[config.mk]
export PLATFORM = sky130hd
export DESIGN_NAME = lbc_controller
export DESIGN_NICKNAME = d
export VERILOG_FILES = /design/src/shared/lbc_pkg.sv /design/src/design/lbc_sync.sv /design/src/design/lbc_controller.sv
export VERILOG_INCLUDE_DIRS = /design/src /design/src/shared
export SDC_FILE = /design/constraint.sdc
export NUM_CORES = 1
export LEC_CHECK = 0
export BUFFER_PORTS_ARGS = -buffer_cell sky130_fd_sc_hd__buf_4
export CAP_MARGIN = 20
export CELL_PAD_IN_SITES_DETAIL_PLACEMENT = 2
export CELL_PAD_IN_SITES_GLOBAL_PLACEMENT = 2
export CORE_MARGIN = 3
export CORE_UTILIZATION = 40
export CTS_CLUSTER_SIZE = 24
export DETAILED_ROUTE_END_ITERATION = 8
export PLACE_DENSITY_LB_ADDON = 0.1
export SLEW_MARGIN = 20
export SYNTH_ARGS = -nofsm -noshare
export SYNTH_HDL_FRONTEND = slang
export SYNTH_SLANG_ARGS = --single-unit
[constraint.sdc]
create_clock -name mclk -period 3.3 [get_ports mclk]
set_input_delay 0.495 -clock mclk [delete_from_list [all_inputs] [get_ports mclk]]
set_output_delay 0.495 -clock mclk [all_outputs]
set_load 0.01 [all_outputs]
[src/shared/lbc_regs.svh]
// Constants for the local bus controller: spaces, lane widths, timing
`ifndef LBC_REGS_SVH
`define LBC_REGS_SVH

// Space code, taken from local address bits 22..20
`define LBC_SP_LSB      20
`define LBC_SP_ROM      3'h0
`define LBC_SP_IO       3'h1
`define LBC_SP_EXT      3'h2
`define LBC_SP_PCI      3'h3

// Local bus data lane width in bits
`define LBC_LANE_W      16

// Timing in local clock edges
`define LBC_RD_STB_AT   3'h2
`define LBC_WR_DATA_AT  3'h2
`define LBC_WR_STB_AT   3'h3
`define LBC_ROM_WAIT    3'h5
`define LBC_IO_WAIT     3'h7
`define LBC_IO_RECOV    3'h7

// Time-over in ns, and the system clock period in ns
`define LBC_TOUT_NS     8000
`define LBC_CLK_NS      40

// Reset values
`define LBC_IRQ_RST     1'b1

`endif

[src/shared/lbc_pkg.sv]
// Types for the local bus controller
`default_nettype none
package lbc_pkg;

  typedef enum logic [1:0] {
    SZ_8  = 2'b00,
    SZ_16 = 2'b01,
    SZ_32 = 2'b10,
    SZ_64 = 2'b11
  } lbc_size_e;

  typedef enum logic [2:0] {
    ST_IDLE   = 3'b000,
    ST_WGRANT = 3'b001,
    ST_SETUP  = 3'b010,
    ST_STROBE = 3'b011,
    ST_RGRANT = 3'b100
  } lbc_state_e;

endpackage

`default_nettype wire

[src/design/lbc_sync.sv]
// Two flip-flop synchroniser for a vector of stable or slow levels
`timescale 1ns/1ns
`default_nettype none

module lbc_sync #(
  parameter int W = 1
) (
  // Clock and reset
  input  wire logic         clk,
  input  wire logic         rst_n,
  // Levels
  input  wire logic [W-1:0] d,
  output var  logic [W-1:0] q
);

  logic [W-1:0] meta_reg;

  // First stage is read by the second stage only
  always_ff @(posedge clk or negedge rst_n) begin
    if (!rst_n) begin
      meta_reg <= '0;
      q        <= '0;
    end else begin
      meta_reg <= d;
      q        <= meta_reg;
    end
  end

endmodule // lbc_sync

`default_nettype wire

[src/design/lbc_controller.sv]
// Local bus controller: CPU handshake bridge with 16-bit bus sizing
//
// Summary of operation
// [RQ1] 16-bit local bus timed by local clock
// [RQ2] Burst read errors, burst write discarded
// [RQ3] CPU side waits for grant low first
// [RQ4] Read: latch address, run, then grant
// [RQ5] CPU side syncs grant, drops request
// [RQ6] Read grant drops after request withdrawn
// [RQ7] Write: latch address, grant at once
// [RQ8] CPU side hands data, then drops request
// [RQ9] Local write runs after request withdrawn
// [RQ10] Up to 64 bits split into four cycles
// [RQ11] Read strobe two local clocks after latch
// [RQ12] Ready ends strobe, captures, next address
// [RQ13] Read grant only when word assembled
// [RQ14] Write data two clocks, strobe one later
// [RQ15] Ready ends write; next request after all
// [RQ16] Ready per space: ROM 5, I/O 7
// [RQ17] Unallocated space ends by time-over
// [RQ18] Seven local clocks I/O recovery
// [RQ19] A0 low lane, upper enable high lane
// [RQ20] Expansion strobes only in expansion space
// [RQ21] Expansion ready held until strobe drops
// [RQ22] Expansion interrupt forwarded to CPU
// [RQ23] Time-over ends any long cycle
// [RQ24] Handshake inputs pass two-flop sync
`timescale 1ns/1ns
`default_nettype none
`include "lbc_regs.svh"

module lbc_controller #(
  parameter int TOUT_W = 8
) (
  // Clock and reset
  input  wire logic                 mclk,
  input  wire logic                 rst_n,
  // CPU side request
  input  wire logic                 lb_request,
  input  wire logic [22:0]          cpu_addr,
  input  wire lbc_pkg::lbc_size_e   cpu_size,
  input  wire logic                 cpu_write,
  input  wire logic                 cpu_burst,
  input  wire logic [63:0]          cpu_wdata,
  // CPU side answer
  output var  logic                 lb_grant,
  output var  logic [63:0]          cpu_rdata,
  output var  logic                 cpu_bus_error,
  // Local bus clock and control inputs
  input  wire logic                 lb_clk,
  input  wire logic                 timeout_enable,
  input  wire logic                 expansion_ready,
  input  wire logic                 pci_ready,
  // Local bus address and strobes
  output var  logic [19:1]          lb_addr,
  output var  logic                 lb_a0,
  output var  logic                 upper_byte_en_n,
  output var  logic                 lb_direction,
  output var  logic                 lb_data_strobe,
  output var  logic                 ext_rd_n,
  output var  logic                 ext_wr_n,
  // Local bus data
  input  wire logic [15:0]          lb_data_in,
  output var  logic [15:0]          lb_data_out,
  output var  logic                 lb_data_oe,
  // Interrupt forwarding
  input  wire logic                 ext_int_n,
  output var  logic                 cpu_irq2_n
);

  import lbc_pkg::*;

  ////////////////////////////////////////
  // Constants

  localparam int CPU_W = 92;
  localparam int PIN_W = 21;
  localparam int TOUT_CYC = `LBC_TOUT_NS / `LBC_CLK_NS;
  localparam logic [TOUT_W-1:0] TOUT_LAST =
    TOUT_W'(TOUT_CYC - 1);

  ////////////////////////////////////////
  // Declarations

  logic [CPU_W-1:0]  cpu_s;
  logic [PIN_W-1:0]  pin_s;
  logic              req_s;
  logic [22:0]       addr_s;
  lbc_size_e         size_s;
  logic              write_s;
  logic              burst_s;
  logic [63:0]       wdata_s;
  logic              lb_clk_s;
  logic              tov_en_s;
  logic              expansion_ready_s;
  logic              prdy_s;
  logic              int_n_s;
  logic [15:0]       din_s;
  logic              lb_clk_d_reg;
  logic              lb_clk_rise;
  lbc_state_e        state_reg;
  logic [22:0]       addr_reg;
  lbc_size_e         size_reg;
  logic              burst_reg;
  logic [63:0]       wdata_reg;
  logic [1:0]        beat_reg;
  logic [2:0]        cnt_reg;
  logic [2:0]        io_rec_reg;
  logic [TOUT_W-1:0] tout_reg;
  logic [2:0]        space;
  logic              is_io;
  logic              is_ext;
  logic [2:0]        stb_at;
  logic              io_ok;
  logic              fixed_rdy;
  logic              timed_out;
  logic              cyc_done;
  logic [1:0]        last_beat;
  logic [5:0]        lane_lsb;

  ////////////////////////////////////////
  // Synchronisers

  // CPU fields are held stable while the request stands
  lbc_sync #(.W(CPU_W)) u_cpu_sync (
    .clk   (mclk),
    .rst_n (rst_n),
    .d     ({lb_request, cpu_addr, cpu_size, cpu_write,
             cpu_burst, cpu_wdata}),
    .q     (cpu_s)
  ); // RQ24

  lbc_sync #(.W(PIN_W)) u_pin_sync (
    .clk   (mclk),
    .rst_n (rst_n),
    .d     ({lb_clk, timeout_enable, expansion_ready,
             pci_ready, ext_int_n, lb_data_in}),
    .q     (pin_s)
  );

  assign req_s    = cpu_s[91];
  assign addr_s   = cpu_s[90:68];
  assign size_s   = lbc_size_e'(cpu_s[67:66]);
  assign write_s  = cpu_s[65];
  assign burst_s  = cpu_s[64];
  assign wdata_s  = cpu_s[63:0];
  assign lb_clk_s   = pin_s[20];
  assign tov_en_s = pin_s[19];
  assign expansion_ready_s   = pin_s[18];
  assign prdy_s   = pin_s[17];
  assign int_n_s  = pin_s[16];
  assign din_s    = pin_s[15:0];

  ////////////////////////////////////////
  // Local clock edge detect

  // Local clock is slow against mclk, so each edge is seen
  always_ff @(posedge mclk or negedge rst_n) begin
    if (!rst_n) begin
      lb_clk_d_reg <= 1'b0;
    end else begin
      lb_clk_d_reg <= lb_clk_s;
    end
  end

  assign lb_clk_rise = lb_clk_s & ~lb_clk_d_reg; // RQ1

  ////////////////////////////////////////
  // Decode and ready

  assign space  = addr_reg[`LBC_SP_LSB +: 3];
  assign is_io  = (space == `LBC_SP_IO);
  assign is_ext = (space == `LBC_SP_EXT);
  assign stb_at = lb_direction ? `LBC_WR_STB_AT
                               : `LBC_RD_STB_AT;
  assign io_ok  = !is_io || (io_rec_reg == 3'h0); // RQ18

  always_comb begin
    unique case (size_reg)
      SZ_8, SZ_16: last_beat = 2'h0;
      SZ_32:       last_beat = 2'h1;
      SZ_64:       last_beat = 2'h3;
    endcase
  end // RQ10

  always_comb begin
    fixed_rdy = 1'b0;
    if (space == `LBC_SP_ROM) begin
      fixed_rdy = (cnt_reg >= `LBC_ROM_WAIT);
    end else if (is_io) begin
      fixed_rdy = (cnt_reg >= `LBC_IO_WAIT);
    end else if (is_ext) begin
      fixed_rdy = expansion_ready_s;
    end else if (space == `LBC_SP_PCI) begin
      fixed_rdy = prdy_s;
    end
  end // RQ16

  // Unallocated space has no ready of its own
  assign timed_out = tov_en_s && (tout_reg == TOUT_LAST); // RQ17 RQ23
  assign cyc_done  = fixed_rdy || timed_out;
  assign lane_lsb  = {beat_reg, 4'h0};

  ////////////////////////////////////////
  // Handshake and sequencing

  always_ff @(posedge mclk or negedge rst_n) begin
    if (!rst_n) begin
      state_reg     <= ST_IDLE;
      lb_grant      <= 1'b0;
      cpu_bus_error <= 1'b0;
      addr_reg      <= 23'h000000;
      size_reg      <= SZ_8;
      burst_reg     <= 1'b0;
      lb_direction  <= 1'b0;
      beat_reg      <= 2'h0;
      cnt_reg       <= 3'h0;
    end else begin
      unique case (state_reg)
        ST_IDLE: begin
          // New requests only once every sized cycle is done
          if (req_s && !lb_grant) begin
            addr_reg      <= addr_s;
            size_reg      <= size_s;
            burst_reg     <= burst_s;
            lb_direction  <= write_s;
            beat_reg      <= 2'h0;
            cnt_reg       <= 3'h0;
            cpu_bus_error <= 1'b0;
            if (write_s) begin
              lb_grant  <= 1'b1;
              state_reg <= ST_WGRANT; // RQ7
            end else if (burst_s) begin
              lb_grant      <= 1'b1;
              cpu_bus_error <= 1'b1;
              state_reg     <= ST_RGRANT; // RQ2
            end else begin
              state_reg <= ST_SETUP; // RQ4
            end
          end // RQ15
        end
        ST_WGRANT: begin
          if (!req_s) begin
            lb_grant <= 1'b0;
            cnt_reg  <= 3'h0;
            // Burst writes end here with nothing driven
            state_reg <= burst_reg ? ST_IDLE : ST_SETUP; // RQ2 RQ9
          end
        end
        ST_SETUP: begin
          // Wait on I/O recovery holds the strobe back
          if (cnt_reg >= stb_at && io_ok) begin
            cnt_reg   <= 3'h0;
            state_reg <= ST_STROBE; // RQ11 RQ14 RQ18
          end else if (lb_clk_rise && cnt_reg < stb_at) begin
            cnt_reg <= cnt_reg + 3'h1;
          end
        end
        ST_STROBE: begin
          if (cyc_done) begin
            cnt_reg <= 3'h0;
            if (beat_reg == last_beat) begin
              if (lb_direction) begin
                state_reg <= ST_IDLE; // RQ15
              end else begin
                lb_grant  <= 1'b1;
                state_reg <= ST_RGRANT; // RQ13
              end
            end else begin
              beat_reg  <= beat_reg + 2'h1;
              addr_reg  <= addr_reg + 23'h000002;
              state_reg <= ST_SETUP; // RQ12 RQ15
            end
          end else if (lb_clk_rise && cnt_reg != 3'h7) begin
            cnt_reg <= cnt_reg + 3'h1;
          end
        end
        ST_RGRANT: begin
          if (!req_s) begin
            lb_grant  <= 1'b0;
            state_reg <= ST_IDLE; // RQ6
          end
        end
        default: begin
          state_reg <= ST_IDLE;
        end
      endcase
    end
  end

  ////////////////////////////////////////
  // Strobes

  always_ff @(posedge mclk or negedge rst_n) begin
    if (!rst_n) begin
      lb_data_strobe <= 1'b0;
      ext_rd_n       <= 1'b1;
      ext_wr_n       <= 1'b1;
    end else if (state_reg == ST_SETUP && cnt_reg >= stb_at
                 && io_ok) begin
      lb_data_strobe <= 1'b1;
      ext_rd_n       <= !(is_ext && !lb_direction); // RQ20
      ext_wr_n       <= !(is_ext && lb_direction);
    end else if (state_reg == ST_STROBE && cyc_done) begin
      lb_data_strobe <= 1'b0; // RQ12
      ext_rd_n       <= 1'b1;
      ext_wr_n       <= 1'b1;
    end
  end

  ////////////////////////////////////////
  // Address lanes

  always_ff @(posedge mclk or negedge rst_n) begin
    if (!rst_n) begin
      lb_addr         <= 19'h00000;
      lb_a0           <= 1'b0;
      upper_byte_en_n <= 1'b1;
    end else begin
      lb_addr <= addr_reg[19:1];
      lb_a0   <= addr_reg[0] && (size_reg == SZ_8); // RQ19
      // Byte access to an even address leaves the high lane off
      upper_byte_en_n <= (size_reg == SZ_8) && !addr_reg[0]; // RQ19
    end
  end

  ////////////////////////////////////////
  // Data path

  always_ff @(posedge mclk or negedge rst_n) begin
    if (!rst_n) begin
      wdata_reg <= 64'h0000000000000000;
    end else if (state_reg == ST_WGRANT && !req_s) begin
      // Data has stood since before the request dropped
      wdata_reg <= wdata_s; // RQ9
    end
  end

  always_ff @(posedge mclk or negedge rst_n) begin
    if (!rst_n) begin
      lb_data_out <= 16'h0000;
      lb_data_oe  <= 1'b0;
    end else if (state_reg == ST_SETUP && lb_direction
                 && cnt_reg >= `LBC_WR_DATA_AT) begin
      lb_data_oe <= 1'b1; // RQ14
      if (size_reg == SZ_8) begin
        lb_data_out <= {wdata_reg[7:0], wdata_reg[7:0]};
      end else begin
        lb_data_out <= wdata_reg[lane_lsb +: `LBC_LANE_W];
      end
    end else if (state_reg != ST_STROBE) begin
      lb_data_oe <= 1'b0;
    end
  end

  always_ff @(posedge mclk or negedge rst_n) begin
    if (!rst_n) begin
      cpu_rdata <= 64'h0000000000000000;
    end else if (state_reg == ST_STROBE && cyc_done
                 && !lb_direction) begin
      if (size_reg == SZ_8) begin
        cpu_rdata[7:0] <= addr_reg[0] ? din_s[15:8]
                                      : din_s[7:0];
      end else begin
        cpu_rdata[lane_lsb +: `LBC_LANE_W] <= din_s; // RQ12 RQ1
      end
    end
  end

  ////////////////////////////////////////
  // I/O recovery

  // Counted in local clocks so it tracks the device, not mclk
  always_ff @(posedge mclk or negedge rst_n) begin
    if (!rst_n) begin
      io_rec_reg <= 3'h0;
    end else if (state_reg == ST_STROBE && cyc_done && is_io) begin
      io_rec_reg <= `LBC_IO_RECOV; // RQ18
    end else if (lb_clk_rise && io_rec_reg != 3'h0) begin
      io_rec_reg <= io_rec_reg - 3'h1;
    end
  end

  ////////////////////////////////////////
  // Time-over

  // Counted in mclk; the figure is the longest, so it rounds down
  always_ff @(posedge mclk or negedge rst_n) begin
    if (!rst_n) begin
      tout_reg <= '0;
    end else if (state_reg != ST_STROBE || cyc_done) begin
      tout_reg <= '0;
    end else if (tout_reg != TOUT_LAST) begin
      tout_reg <= tout_reg + TOUT_W'(1); // RQ23
    end
  end

  ////////////////////////////////////////
  // Interrupt forwarding

  always_ff @(posedge mclk or negedge rst_n) begin
    if (!rst_n) begin
      cpu_irq2_n <= `LBC_IRQ_RST;
    end else begin
      cpu_irq2_n <= int_n_s; // RQ22
    end
  end

endmodule // lbc_controller

`default_nettype wire

==> results.cfg <==
[timing]
rsz0062_at_grt = false
finalCritPeriodShare = 0.838
fmax_mhz = 361
hold_ws_ns = 0.0547
worst_pin_slew_ns = 0.862
slew_viol_final = 0
fin_worst_skew_ns = 0.0399
max_slew_margin = 0.425
min_period_ns = 2.77
setup_viol = 0
tns_ns = 0
hold_violations = 0

[synth]
synth.distinct_cells = 70
synth_cells = 1127
yosys_warnings = 0
synth_most_common_cell = dfrtp_1
yosysSeqAreaShare = 0.698
synth_area_leader_cell = dfrtp_1
synth_area_leaders = dfrtp_1 (69%), mux2_2 (4.9%), mux2i_1 (3.6%), nand2_1 (2.8%), mux4_2 (2.3%)
synth_edf_count = 0
syn_nets = 1254
ys_top_cells_by_count = dfrtp_1 (441), nand2_1 (121), inv_1 (70), mux2_2 (70), mux2i_1 (58)
synth_top_area_share = 0.692
async_flop_share = 1.00
avgSynthCellArea_sq_um = 14.2
yosys_register_bits = 445
synth-main-ff-cell = dfrtp_1
syn_area_sq_mm = 0.0160

[power]
peakVddDrop_uv = 648
powerDensity_mw_per_mm2 = 838
power_leakage_nw = 9.94

[finish]
seq_area_sq_mm = 0.0111
fin_util = 0.545
final_net_count = 1637
multiInputGateArea_sq_mm = 0.00430
syn_to_final_growth_pct = 33.2
final_cell_area_sq_mm = 0.0213
nFillCells = 3545
drive_above_1_share = 0.304

[setup_path]
r2r_slack_ns = 0.53
critPathMaxFanout = 8
required_ns = 3.76
crit_start = cnt_reg[1]$_DFFE_PN0P_
timing.rr.start = cnt_reg[1]$_DFFE_PN0P_
critPathKind = reg -> reg
arrival_ns = 3.23
startpoint_type = register
worst_setup_path_end_kind = register

[hold_path]
hold_start = cpu_burst
hp-class = in -> reg

[clocking]
ctsResizeCount = 0
clk_pin_slew_worst_paths_ns = 0.06
clock-sinks = 445
numCtsBuffers = 48
cts_max_level = 2
insertion_delay_ns = 0.61
cts_root_buffer = clkbuf_16
post_cts_buffers = 0
cts_tree = built
clockBufferDepth = 3
cts_hold_buf = 111

[drt]
routedWlPerCell_um = 25.0
firstDrtPassIters = 4
drtIter0Drc = 420
detailroute.via_count = 10500
drc = 0
ant_nets = 0
via_per_inst = 5.10
wl_um = 51700

[floorplanning]
core_area_sq_mm = 0.0390
rows = 72
die_y_um = 206
die_w_um = 206
dieArea_sq_mm = 0.0423
ios = 224
initial_core_util = 0.409

[place]
dp_hpwl_um = 29600
io_buffers = 223
place_area_sq_mm = 0.0184
place_congestion = 0.773

[global_routing]
grt_pass1_wl_um = 79100
grt_use_met1 = 0.312
track_usage = 0.250
grt_pass1_vias = 12500
busiest_layer = met2
antenna_found_initial = 4
grt_use_met3 = 0.0479
grt_start_max_net_pins = 101
met2_usage = 0.448
overflow = 0

[run]
drv_cap = 0

[run_status]
outcome = completed
worst paths after layout:
kind | to | cells past startpoint
worst min-delay path | u_cpu_sync.meta_reg[64]$_DFF_PN0_ | 1
worst max-delay path | cpu_rdata[3]$_DFFE_PN0P_ | 7
min in group asynchronous | lb_addr[10]$_DFF_PN0_ | 2
worst min register to register | u_cpu_sync.q[59]$_DFF_PN0_ | 0
max in group asynchronous | upper_byte_en_n$_DFF_PN1_ | 3
worst max register to register | cpu_rdata[3]$_DFFE_PN0P_ | 7
area by class of cell:
class,count,share of cell area
inverters,70,0.0124
repair buffers,379,0.150
clock inverters,21,0.0152
flip-flops and latches,445,0.524
diodes,1,0.000118
clock buffers,67,0.0651
multi-input cells,566,0.202
well taps,518,0.0305
critical path: stages, from the launching register on:
cell,delay (ns)
dfrtp_1,0.48
ha_1,0.24
ha_1,0.21
mux2_4,0.29
a31o_4,0.27
o31ai_4,0.30
or3_1,0.50
mux2_4,0.35
cells by family (layout without fill, tap and decap cells):
kind of cell / count (synthesis) / in the layout / share of synthesized area
compound gates: 140 / 140 / 0.0596
xor+xnor: 8 / 8 / 0.00486
fa+ha+maj: 12 / 12 / 0.00941
buf+inv: 116 / 537 / 0.0325
flops: 445 / 445 / 0.698
mux: 153 / 153 / 0.117
other cells: 0 / 1 / 0
simple gates: 253 / 253 / 0.0784
metrics by stage:
step	instances	setup WS (ns)	power, W
global placement	1865	0.660	0.0114
CTS	2064	0.532	0.0177
floorplan	1127	0.920	0.00970
global route	2066	0.421	0.0187
detailed placement	1865	0.574	0.0116
finish	2067	0.533	0.0178
per-layer routing:
| metal | vias up | part of all wire |
|---|---|---|
| met2 | 233 | 0.53 |
| li1 | 4617 | - |
| met5 | - | 0.00079 |
| met3 | 79 | 0.041 |
| met4 | 6 | 0.022 |
| met1 | 5605 | 0.40 |
where the power goes:
group | total [W] | leakage [nW] | switching (W) | internal, W
combinational | 0.00431 | 3.70 | 0.00226 | 0.00205
clock | 0.00588 | 0.840 | 0.00239 | 0.00349
sequential | 0.00762 | 5.40 | 0.00106 | 0.00656
cell usage in the layout, fill, tap and decap left out, drive strengths merged, types with 17 or more instances in the layout:
master,n
dfrtp,441
buf,266
nand2,121
dlygate4sd3,113
mux2,79
inv,70
clkbuf,67
mux2i,58
a21oi,38
o21ai,32
nor2,32
nor3,17
Power figures use the tool's default switching activity.
